`config.mk`:
```
export PLATFORM = sky130hd
export DESIGN_NAME = glmc_top
export DESIGN_NICKNAME = d
export VERILOG_FILES = /design/src/hw/glmc_top.v /design/src/hw/glmc_ref_monitor.v
export VERILOG_INCLUDE_DIRS = /design/src /design/src/hw
export SDC_FILE = /design/constraint.sdc
export NUM_CORES = 1
export LEC_CHECK = 0
export BUFFER_PORTS_ARGS = -buffer_cell sky130_fd_sc_hd__buf_4
export CORE_MARGIN = 1
export CORE_UTILIZATION = 40
export DETAILED_ROUTE_END_ITERATION = 12
export PLACE_DENSITY = 0.65
export REMOVE_ABC_BUFFERS = 1
export SLEW_MARGIN = 25
export SYNTH_ARGS = -nofsm -noshare
export SYNTH_HDL_FRONTEND = slang
export SYNTH_SLANG_ARGS = --single-unit
```
`constraint.sdc`:
```
create_clock -name clk_i -period 4.6 [get_ports clk_i]
set_clock_uncertainty 0.15 [all_clocks]
set_input_delay 0.23 -clock clk_i [delete_from_list [all_inputs] [get_ports clk_i]]
set_output_delay 0.23 -clock clk_i [all_outputs]
set_load 0.02 [all_outputs]
```
`src/hw/glmc_defines.vh`:
```
// Purpose: Constants for the genlock mode control block
// Assumes: 40 MHz system clock, byte-wide register space behind the serial port
// Notes:   Contract
// Contract
// - Serial-port enable pin must be low; when high the device never acknowledges.
// - Device answers address byte DCh for writes and DDh for reads.
// - HD 148.35 MHz output is untrusted until its counters are reset by the sequence.
// - Reset gives free run; genlock bit in register 00h selects genlock.
// - Align enable held set re-aligns output phase on every output frame.
// - Mode source bit cleared means mode comes from the genlock pin.
// - Free run ignores the reference; outputs follow the VCXO.
// - Free run closes the switch from bias input to loop filter output.
// - Genlock locks to selected sync; alignment allowed once lock is stable.
// - Outputs may frame-lock to a reference of a different format.
// - Genlock tries to lock regardless of input stability.
// - Genlock, holdover bit 0: reference loss gives free run until reference returns.
// - Genlock, holdover bit 1: reference loss gives holdover until reference returns.
// - Returning reference ends free run or holdover at once, locking resumes.
// - Free run mode ignores reference; loss-induced free run ends on detection.
// - Holdover puts loop filter drive in high impedance when loss flag rises.
// - Reference-loss and unlocked flags report in real time.
`ifndef GLMC_DEFINES_VH
`define GLMC_DEFINES_VH

// Serial address bytes
`define GLMC_ADDR_WRITE     8'hdc
`define GLMC_ADDR_READ      8'hdd

// Register byte addresses
`define GLMC_REG_MODE       4'h0
`define GLMC_REG_STATUS     4'h1
`define GLMC_REG_FBDIV_LO   4'h4
`define GLMC_REG_FBDIV_HI   4'h5
`define GLMC_REG_HDCLK      4'h8
`define GLMC_REG_TOF_LO     4'h9
`define GLMC_REG_TOF_HI     4'ha
`define GLMC_REG_LPFM_LO    4'hd
`define GLMC_REG_LPFM_HI    4'he

// Mode register fields
`define GLMC_MODE_LOCK_BIT  0
`define GLMC_MODE_SRC_BIT   1
`define GLMC_MODE_HOLD_BIT  2
`define GLMC_MODE_PORT_BIT  3
`define GLMC_MODE_RESET     8'h02

// HD clock register fields
`define GLMC_HD_TRI_BIT     3
`define GLMC_HD_RATE_LSB    4
`define GLMC_HD_RATE_148_35 2'h3
`define GLMC_HDCLK_RESET    8'h08

// Align enable sits at the top of the upper frame-pulse byte
`define GLMC_TOF_ALIGN_BIT  7

// Loop states
`define GLMC_LS_FREE        2'h0
`define GLMC_LS_TRACK       2'h1
`define GLMC_LS_LOR_FREE    2'h2
`define GLMC_LS_HOLD        2'h3

// Timing: clock period, VCXO period, reference timeout
`define GLMC_CLK_PERIOD_PS  25000
`define GLMC_VCXO_PERIOD_PS 37037
`define GLMC_VCXO_CYCLES    ((`GLMC_VCXO_PERIOD_PS + `GLMC_CLK_PERIOD_PS - 1) / `GLMC_CLK_PERIOD_PS)
`define GLMC_REF_TIMEOUT_NS 100000
`define GLMC_REF_TIMEOUT_CYCLES ((`GLMC_REF_TIMEOUT_NS * 1000) / `GLMC_CLK_PERIOD_PS)

`endif

```
`src/hw/glmc_top.v`:
```
// Purpose: Serial register port and loop mode control of a genlock clock generator
// Assumes: scl/sda sampled as synchronous inputs; SCL low and high each span >= 2 clocks
// Notes:   Open-drain data line split into input, output and output enable
`timescale 1ns/1ps
`default_nettype none
`include "glmc_defines.vh"

module glmc_top #(
  parameter REF_TIMEOUT_CYCLES = `GLMC_REF_TIMEOUT_CYCLES,
  parameter VCXO_CYCLES        = `GLMC_VCXO_CYCLES
) (
  // Clock and reset
  input  wire        clk_i,
  input  wire        reset_i,
  // Serial port
  input  wire        port_enable_n_i,
  input  wire        scl_i,
  input  wire        sda_i,
  output reg         sda_o,
  output reg         sda_oe_o,
  // Mode and reference inputs
  input  wire        genlock_pin_i,
  input  wire        hsync_i,
  input  wire        pll_locked_i,
  input  wire        frame_start_pulse_i,
  // Loop control outputs
  output reg  [1:0]  loop_state_o,
  output reg         freerun_bias_switch_o,
  output reg         loop_filter_output_en_o,
  output reg         phase_detect_en_o,
  output reg         ref_port_select_o,
  output reg         frame_align_o,
  // Status flags
  output reg         reference_loss_o,
  output reg         no_lock_o,
  // Output clock configuration
  output reg  [1:0]  hd_rate_select_o,
  output reg         hd_output_tristate_o,
  output reg         hd_counter_reset_o,
  output reg         hd_clock_valid_o,
  output reg  [15:0] feedback_divider_o,
  output reg  [11:0] frame_pulse_reset_value_o,
  output reg  [15:0] reference_filter_mode_o,
  output reg         output_align_enable_o
);

  localparam [2:0] S_IDLE = 3'h0;
  localparam [2:0] S_ADDR = 3'h1;
  localparam [2:0] S_AACK = 3'h2;
  localparam [2:0] S_WDAT = 3'h3;
  localparam [2:0] S_WACK = 3'h4;
  localparam [2:0] S_RDAT = 3'h5;
  localparam [2:0] S_RACK = 3'h6;
  localparam [7:0] HOLD_MAX = VCXO_CYCLES[7:0];
  // Register bytes
  reg [7:0] mode_r;
  reg [7:0] fb_lo_r;
  reg [7:0] fb_hi_r;
  reg [7:0] hdclk_r;
  reg [7:0] tof_lo_r;
  reg [7:0] tof_hi_r;
  reg [7:0] lpfm_lo_r;
  reg [7:0] lpfm_hi_r;
  // Serial engine
  reg       scl_q_r;
  reg       sda_q_r;
  reg [2:0] st_r;
  reg [2:0] bit_cnt_r;
  reg [7:0] shift_r;
  reg [3:0] ptr_r;
  reg       rw_r;
  reg       ptr_pending_r;
  reg       ack_phase_r;
  // Mode control
  reg [1:0] loop_nxt;
  reg [7:0] hold_cnt_r;
  reg       seq_armed_r;
  wire       ref_loss;
  wire       lock_lost;
  wire [7:0] byte_in   = {shift_r[6:0], sda_i};
  wire       scl_rise  = scl_i & ~scl_q_r;
  wire       scl_fall  = ~scl_i & scl_q_r;
  wire       start_det = scl_i & scl_q_r & sda_q_r & ~sda_i;
  wire       stop_det  = scl_i & scl_q_r & ~sda_q_r & sda_i;
  wire [1:0] hd_rate   = hdclk_r[`GLMC_HD_RATE_LSB+1:`GLMC_HD_RATE_LSB];
  wire       hd_tri    = hdclk_r[`GLMC_HD_TRI_BIT];
  wire       align_en  = tof_hi_r[`GLMC_TOF_ALIGN_BIT];
  wire       hd_148_35 = (hd_rate == `GLMC_HD_RATE_148_35) & ~hd_tri;
  wire [15:0] fb_val   = {fb_hi_r, fb_lo_r};
  wire [11:0] tof_val  = {tof_hi_r[3:0], tof_lo_r};
  wire [15:0] lpfm_val = {lpfm_hi_r, lpfm_lo_r};

  // Mode from register bit or pin
  wire genlock_on = mode_r[`GLMC_MODE_SRC_BIT] ? mode_r[`GLMC_MODE_LOCK_BIT]
                                               : genlock_pin_i;

  glmc_ref_monitor #(
    .TIMEOUT_CYCLES (REF_TIMEOUT_CYCLES),
    .CNT_W          (16)
  ) u_ref_mon (
    .clk_i            (clk_i),
    .reset_i          (reset_i),
    .hsync_i          (hsync_i),
    .pll_locked_i     (pll_locked_i),
    .reference_loss_o (ref_loss),
    .no_lock_o        (lock_lost)
  );

  // Register read mux; unmapped bytes read zero
  function [7:0] reg_read;
    input [3:0] addr;
    begin
      case (addr)
        `GLMC_REG_MODE:     reg_read = mode_r;
        `GLMC_REG_STATUS:   reg_read = {4'h0, no_lock_o, reference_loss_o, loop_state_o};
        `GLMC_REG_FBDIV_LO: reg_read = fb_lo_r;
        `GLMC_REG_FBDIV_HI: reg_read = fb_hi_r;
        `GLMC_REG_HDCLK:    reg_read = hdclk_r;
        `GLMC_REG_TOF_LO:   reg_read = tof_lo_r;
        `GLMC_REG_TOF_HI:   reg_read = tof_hi_r;
        `GLMC_REG_LPFM_LO:  reg_read = lpfm_lo_r;
        `GLMC_REG_LPFM_HI:  reg_read = lpfm_hi_r;
        default:            reg_read = 8'h00;
      endcase
    end
  endfunction

  // Serial slave and register writes
  always @(posedge clk_i or posedge reset_i) begin
    if (reset_i) begin
      scl_q_r       <= 1'b1;
      sda_q_r       <= 1'b1;
      st_r          <= S_IDLE;
      bit_cnt_r     <= 3'h0;
      shift_r       <= 8'h00;
      ptr_r         <= 4'h0;
      rw_r          <= 1'b0;
      ptr_pending_r <= 1'b0;
      ack_phase_r   <= 1'b0;
      sda_o         <= 1'b0;
      sda_oe_o      <= 1'b0;
      mode_r        <= `GLMC_MODE_RESET;
      fb_lo_r       <= 8'h00;
      fb_hi_r       <= 8'h00;
      hdclk_r       <= `GLMC_HDCLK_RESET;
      tof_lo_r      <= 8'h00;
      tof_hi_r      <= 8'h00;
      lpfm_lo_r     <= 8'h00;
      lpfm_hi_r     <= 8'h00;
    end else begin
      scl_q_r <= scl_i;
      sda_q_r <= sda_i;
      sda_o   <= 1'b0;
      if (port_enable_n_i || stop_det) begin
        st_r     <= S_IDLE;
        sda_oe_o <= 1'b0;
      end else if (start_det) begin
        st_r        <= S_ADDR;
        bit_cnt_r   <= 3'h0;
        ack_phase_r <= 1'b0;
        sda_oe_o    <= 1'b0;
      end else begin
        case (st_r)
          S_IDLE: begin
            sda_oe_o <= 1'b0;
          end
          S_ADDR: begin
            if (scl_rise) begin
              shift_r   <= byte_in;
              bit_cnt_r <= bit_cnt_r + 3'h1;
              if (bit_cnt_r == 3'h7) begin
                if (byte_in == `GLMC_ADDR_WRITE) begin
                  rw_r          <= 1'b0;
                  ptr_pending_r <= 1'b1;
                  st_r          <= S_AACK;
                end else if (byte_in == `GLMC_ADDR_READ) begin
                  rw_r <= 1'b1;
                  st_r <= S_AACK;
                end else begin
                  st_r <= S_IDLE;
                end
              end
            end
          end
          S_AACK, S_WACK: begin
            if (scl_fall) begin
              if (!ack_phase_r) begin
                ack_phase_r <= 1'b1;
                sda_oe_o    <= 1'b1;
              end else begin
                ack_phase_r <= 1'b0;
                bit_cnt_r   <= 3'h0;
                if (rw_r) begin
                  shift_r  <= reg_read(ptr_r);
                  sda_oe_o <= ~|(reg_read(ptr_r) & 8'h80);
                  st_r     <= S_RDAT;
                end else begin
                  sda_oe_o <= 1'b0;
                  st_r     <= S_WDAT;
                end
              end
            end
          end
          S_WDAT: begin
            if (scl_rise) begin
              shift_r   <= byte_in;
              bit_cnt_r <= bit_cnt_r + 3'h1;
              if (bit_cnt_r == 3'h7) begin
                st_r <= S_WACK;
                if (ptr_pending_r) begin
                  ptr_pending_r <= 1'b0;
                  ptr_r         <= byte_in[3:0];
                end else begin
                  ptr_r <= ptr_r + 4'h1;
                  case (ptr_r)
                    `GLMC_REG_MODE:     mode_r    <= {4'h0, byte_in[3:0]};
                    `GLMC_REG_FBDIV_LO: fb_lo_r   <= byte_in;
                    `GLMC_REG_FBDIV_HI: fb_hi_r   <= byte_in;
                    `GLMC_REG_HDCLK:    hdclk_r   <= {2'h0, byte_in[5:3], 3'h0};
                    `GLMC_REG_TOF_LO:   tof_lo_r  <= byte_in;
                    `GLMC_REG_TOF_HI:   tof_hi_r  <= {byte_in[7], 3'h0, byte_in[3:0]};
                    `GLMC_REG_LPFM_LO:  lpfm_lo_r <= byte_in;
                    `GLMC_REG_LPFM_HI:  lpfm_hi_r <= byte_in;
                    default:            ptr_r     <= ptr_r + 4'h1;
                  endcase
                end
              end
            end
          end
          S_RDAT: begin
            if (scl_fall) begin
              bit_cnt_r <= bit_cnt_r + 3'h1;
              if (bit_cnt_r == 3'h7) begin
                sda_oe_o <= 1'b0;
                st_r     <= S_RACK;
              end else begin
                shift_r  <= {shift_r[6:0], 1'b0};
                sda_oe_o <= ~shift_r[6];
              end
            end
          end
          S_RACK: begin
            if (scl_rise) begin
              if (sda_i) begin
                st_r <= S_IDLE;
              end else begin
                ptr_r       <= ptr_r + 4'h1;
                ack_phase_r <= 1'b1;
                st_r        <= S_AACK;
              end
            end
          end
          default: begin
            st_r <= S_IDLE;
          end
        endcase
      end
    end
  end

  // Loop state selection
  always @* begin
    if (!genlock_on) begin
      loop_nxt = `GLMC_LS_FREE;
    end else if (ref_loss) begin
      loop_nxt = mode_r[`GLMC_MODE_HOLD_BIT] ? `GLMC_LS_HOLD
                                             : `GLMC_LS_LOR_FREE;
    end else begin
      loop_nxt = `GLMC_LS_TRACK;
    end
  end

  // Loop control outputs and start-up sequence tracking
  always @(posedge clk_i or posedge reset_i) begin
    if (reset_i) begin
      loop_state_o              <= `GLMC_LS_FREE;
      freerun_bias_switch_o     <= 1'b1;
      loop_filter_output_en_o   <= 1'b1;
      phase_detect_en_o         <= 1'b0;
      ref_port_select_o         <= 1'b0;
      frame_align_o             <= 1'b0;
      reference_loss_o          <= 1'b1;
      no_lock_o                 <= 1'b1;
      hd_rate_select_o          <= 2'h0;
      hd_output_tristate_o      <= 1'b1;
      hd_counter_reset_o        <= 1'b0;
      hd_clock_valid_o          <= 1'b0;
      feedback_divider_o        <= 16'h0000;
      frame_pulse_reset_value_o <= 12'h000;
      reference_filter_mode_o   <= 16'h0000;
      output_align_enable_o     <= 1'b0;
      hold_cnt_r                <= 8'h00;
      seq_armed_r               <= 1'b0;
    end else begin
      loop_state_o <= loop_nxt;
      freerun_bias_switch_o <= (loop_nxt == `GLMC_LS_FREE) |
                               (loop_nxt == `GLMC_LS_LOR_FREE);
      // Drive released in the same edge the loss flag moves the state
      loop_filter_output_en_o <= (loop_nxt != `GLMC_LS_HOLD);
      phase_detect_en_o       <= (loop_nxt == `GLMC_LS_TRACK);
      ref_port_select_o       <= mode_r[`GLMC_MODE_PORT_BIT];
      reference_loss_o        <= ref_loss;
      no_lock_o               <= lock_lost;
      // Output frame is the trigger, so reference and output formats may differ
      frame_align_o <= align_en & frame_start_pulse_i & (loop_state_o == `GLMC_LS_TRACK) &
                       ~lock_lost;
      hd_rate_select_o          <= hd_rate;
      hd_output_tristate_o      <= hd_tri;
      feedback_divider_o        <= fb_val;
      frame_pulse_reset_value_o <= tof_val;
      reference_filter_mode_o   <= lpfm_val;
      output_align_enable_o     <= align_en;
      // Counters of the 148.35 MHz synthesiser held in reset while the set-up is active
      hd_counter_reset_o <= hd_148_35 & align_en & (fb_val == 16'h0001) &
                            (tof_val == 12'h001) & (lpfm_val == 16'h0001);
      if (hd_counter_reset_o) begin
        seq_armed_r <= 1'b0;
        if (hold_cnt_r < HOLD_MAX) begin
          hold_cnt_r <= hold_cnt_r + 8'h01;
        end else begin
          seq_armed_r <= 1'b1;
        end
      end else if (!hd_148_35) begin
        hold_cnt_r       <= 8'h00;
        seq_armed_r      <= 1'b0;
        hd_clock_valid_o <= 1'b0;
      end else if (seq_armed_r && !align_en) begin
        hold_cnt_r       <= 8'h00;
        seq_armed_r      <= 1'b0;
        hd_clock_valid_o <= 1'b1;
      end else if (!align_en) begin
        hold_cnt_r <= 8'h00;
      end
    end
  end

endmodule

`default_nettype wire

```
`src/hw/glmc_ref_monitor.v`:
```
// Purpose: Reference presence and loop lock flags
// Assumes: hsync_i and pll_locked_i synchronous to clk_i
// Notes:   Loss is flagged when no sync edge arrives within the timeout
`timescale 1ns/1ps
`default_nettype none
`include "glmc_defines.vh"

module glmc_ref_monitor #(
  parameter TIMEOUT_CYCLES = `GLMC_REF_TIMEOUT_CYCLES,
  parameter CNT_W          = 16
) (
  // Clock and reset
  input  wire clk_i,
  input  wire reset_i,
  // Reference side
  input  wire hsync_i,
  input  wire pll_locked_i,
  // Flags
  output reg  reference_loss_o,
  output reg  no_lock_o
);

  localparam [CNT_W-1:0] LIMIT = TIMEOUT_CYCLES[CNT_W-1:0];

  reg             hsync_q_r;
  reg [CNT_W-1:0] gap_cnt_r;
  wire            sync_edge = hsync_i & ~hsync_q_r;

  always @(posedge clk_i or posedge reset_i) begin
    if (reset_i) begin
      hsync_q_r        <= 1'b0;
      gap_cnt_r        <= {CNT_W{1'b0}};
      reference_loss_o <= 1'b1;
      no_lock_o        <= 1'b1;
    end else begin
      hsync_q_r <= hsync_i;
      if (sync_edge) begin
        gap_cnt_r        <= {CNT_W{1'b0}};
        reference_loss_o <= 1'b0;
      end else if (gap_cnt_r >= LIMIT) begin
        reference_loss_o <= 1'b1;
      end else begin
        gap_cnt_r <= gap_cnt_r + {{(CNT_W-1){1'b0}}, 1'b1};
      end
      // Lost reference reads as unlocked from the cycle after the loss flag rises
      no_lock_o <= ~pll_locked_i | (reference_loss_o & ~sync_edge);
    end
  end

endmodule

`default_nettype wire

```
==> run metrics <==
TritonCTS clock tree=done; Pwr Density=360 nW/um2; RSZ-0062 raised after global routing=no; area fraction in compound gates after synthesis=0.102; Avg WL per Cell=18.6 um; layout cells sized above 1=0.311; MaxCap Viol Count=0; Setup TNS=0 ps; fillers=1,536; Total Routing Usage GR=0.192; Critical Path Start Type=flip-flop; min-delay worst type=primary input to flip-flop; Final Hold Fails=0; multiplexer share of the synthesized area=0.114; DIE AREA=18,100 um2; Clk pin slew, worst setup/hold paths=60 ps; Final Cell Area=8380 um2; leading area contributor after synthesis=dfrtp_1; actual slew at the worst max-slew pin=936 ps; Flop pwr share=0.493; clk_lat worst skew=430 ps; TritonCTS Buffers=17; Sw Share=0.236; DP Area=7700 um2; row count=48; max_slew headroom=0.375; initial antenna violation count=0; first-pass iteration count of the detailed router=5; min cycle time layout=2820 ps; Synth Area in XOR/XNOR=0.0137; CP max FO=13; # setup viols final=0; Syn Inst Count=562; synth warn=0; Root Driver=clkbuf_16; Synth Area in Adders=0.0160; Simple-Gate Fraction of Synth Area=0.149; Tcrit/Tclk final=0.613; Place WS=1820 ps; synth cell count leaders=151 x dfrtp_1, 63 x mux2_2, 36 x nor2_1; Ports=70; Area Overhead vs Synth=19.3%; largest net degree at the start of global routing=76; gr ovfl total=0; Netlist cell types=71; P_leak=4.00 nW; Max Buffers Root-to-Sink=2; Hold WS=36.1 ps; first-pass GRT wire length=26,200 um; PortBufs=68; P_int=2.30 mW; chip height=134 um; die width=134 um; H-tree levels=4; Yosys reg bits=162; drt total wl=16,100 um; Avg Inst Size Synth=12.5 um2; Clk pwr share=0.472; hpwl dp=11,000 um; diode count=0; vias in the first global route=4,769; main combinational cell family by area after synthesis=simple AND/OR/NAND/NOR gates; ys flop type=dfrtp_1; async set-or-reset flop fraction in the synthesized netlist=1.00; Starting Density=0.407; status=complete, no violations; crit end category=flip-flop; Residual DRC=0; Final nets=649; Slew Limit Fails=0; DR iter-0 viols=391; share of the synthesized area in the top cell type=0.538; sw power=713 uW; Setup WS post-layout=1780 ps; DR vias/cell=5.49; vias=4,774; total of cells resized after clock tree synthesis=0; Area contributors post-synth=dfrtp_1 54%, mux2_2 10%, dfstp_2 4.1%; antenna viol nets, final=0; Comb power frac=0.035; Arr. time, crit path=2980 ps; most common cell in the synthesized netlist=dfrtp_1; CP Class=flip-flop to flip-flop; Syn Std Cell Area=7020 um2; EDFF count, synth=0; Worst VDD drop=0.248 mV; fmax=355 MHz; area of the core=17,200 um2; Seq/Total Area, Yosys=0.579; RePlAce Congestion=0.865; total clock sinks=162; fin util=0.486; Required @ worst endpoint=4760 ps
[kinds of logic after synthesis]
| kind of cell | count (synthesis) |
|---|---|
| buffers and inverters | 40 |
| AOI/OAI and AO/OA | 94 |
| DFF | 162 |
| xor gates and xnor gates | 11 |
| and+or+nand+nor | 173 |
| other | 1 |
| adders and majority gates | 9 |
| muxes | 72 |
[worst paths after layout]
kind,depth (start not counted),slack (ps),start,to
worst max-delay path,5,1780,ptr_r[0]$_DFFE_PP0P_,fb_lo_r[0]$_DFFE_PP0P_
worst max register to register,5,1780,ptr_r[0]$_DFFE_PP0P_,fb_lo_r[0]$_DFFE_PP0P_
max in group asynchronous,4,2850,reset_i,ptr_r[2]$_DFFE_PP0P_
min in group asynchronous,3,320,reset_i,reference_filter_mode_o[5]$_DFF_PP0_
worst min-delay path,3,40,port_enable_n_i,st_r[0]$_DFFE_PP0P_
worst min register to register,0,220,u_ref_mon.no_lock_o$_DFF_PP1_,no_lock_o$_DFF_PP1_
[sequential cells by signal (all words and copies together) (netlist names), 12 cells and up]
name	cells
feedback_divider_o	16
u_ref_mon.gap_cnt_r	16
reference_filter_mode_o	16
frame_pulse_reset_value_o	12
[metal layers]
metal,wire length [um],GRT usage
met1,7180,0.258
met4,372,0.0861
met2,7760,0.304
met5,0,0
met3,830,0.0360
[cell usage in the layout (no fill, tap or decap), types with 4 or more instances in the layout]
cell type      count
a21oi_1           18
a22o_1             6
a22oi_1            7
a311oi_1           5
a31oi_1            6
and2_1             6
buf_4             70
clkbuf_16         17
dfrtp_1          150
dfstp_2           11
dlygate4sd3_1      7
ha_1               9
inv_1             12
inv_6              5
mux2_2            63
mux2i_1            9
nand2_1           31
nand2b_1           5
nand3_1           14
nand3b_1           7
nand4_1            7
nor2_1            36
nor2b_1           12
nor3_1             7
nor4_1            12
o21ai_0           16
o22ai_1            4
xor2_1             8
[layout make-up]
cell class,count,area (um2),area share
clock buffer,18,429,0.0512
clock inverter,14,171,0.0205
inverter,13,53.8,0.00642
multi-input combinational,360,2780,0.331
sequential,162,4070,0.486
tap,225,282,0.0336
timing repair buffer,77,596,0.0711
[what timing repair did]
| action | in CTS | in global routing |
|---|---|---|
| endpoints found under the hold margin | 79 | 0 |
| buffers inserted | 0 | 0 |
| hold buffers | 7 | 0 |
[worst max-delay path, stage by stage, from the launching register on]
cell	delay (ps)
dfrtp_1	440
inv_1	110
ha_1	440
nor2b_1	560
and3_1	610
mux2_2	390
[per-stage QoR]
step	std cells	total power [mW]
2_1_floorplan	535	1.57
3_3_place_gp	830	1.61
3_5_place_dp	830	1.61
4_1_cts	869	3.05
5_1_grt	869	3.12
6_report	869	3.02
[power by group through the flow]
| stage | combinational [mW] | clock [mW] | sequential (mW) |
|---|---|---|---|
| 6_report | 0.105 | 1.42 | 1.49 |
| 5_1_grt | 0.121 | 1.51 | 1.49 |
| 4_1_cts | 0.108 | 1.45 | 1.49 |
| 3_5_place_dp | 0.102 | 0 | 1.51 |
| 3_3_place_gp | 0.0992 | 0 | 1.51 |
| 2_1_floorplan | 0.0683 | 0 | 1.50 |
Power figures use the tool's default switching activity.
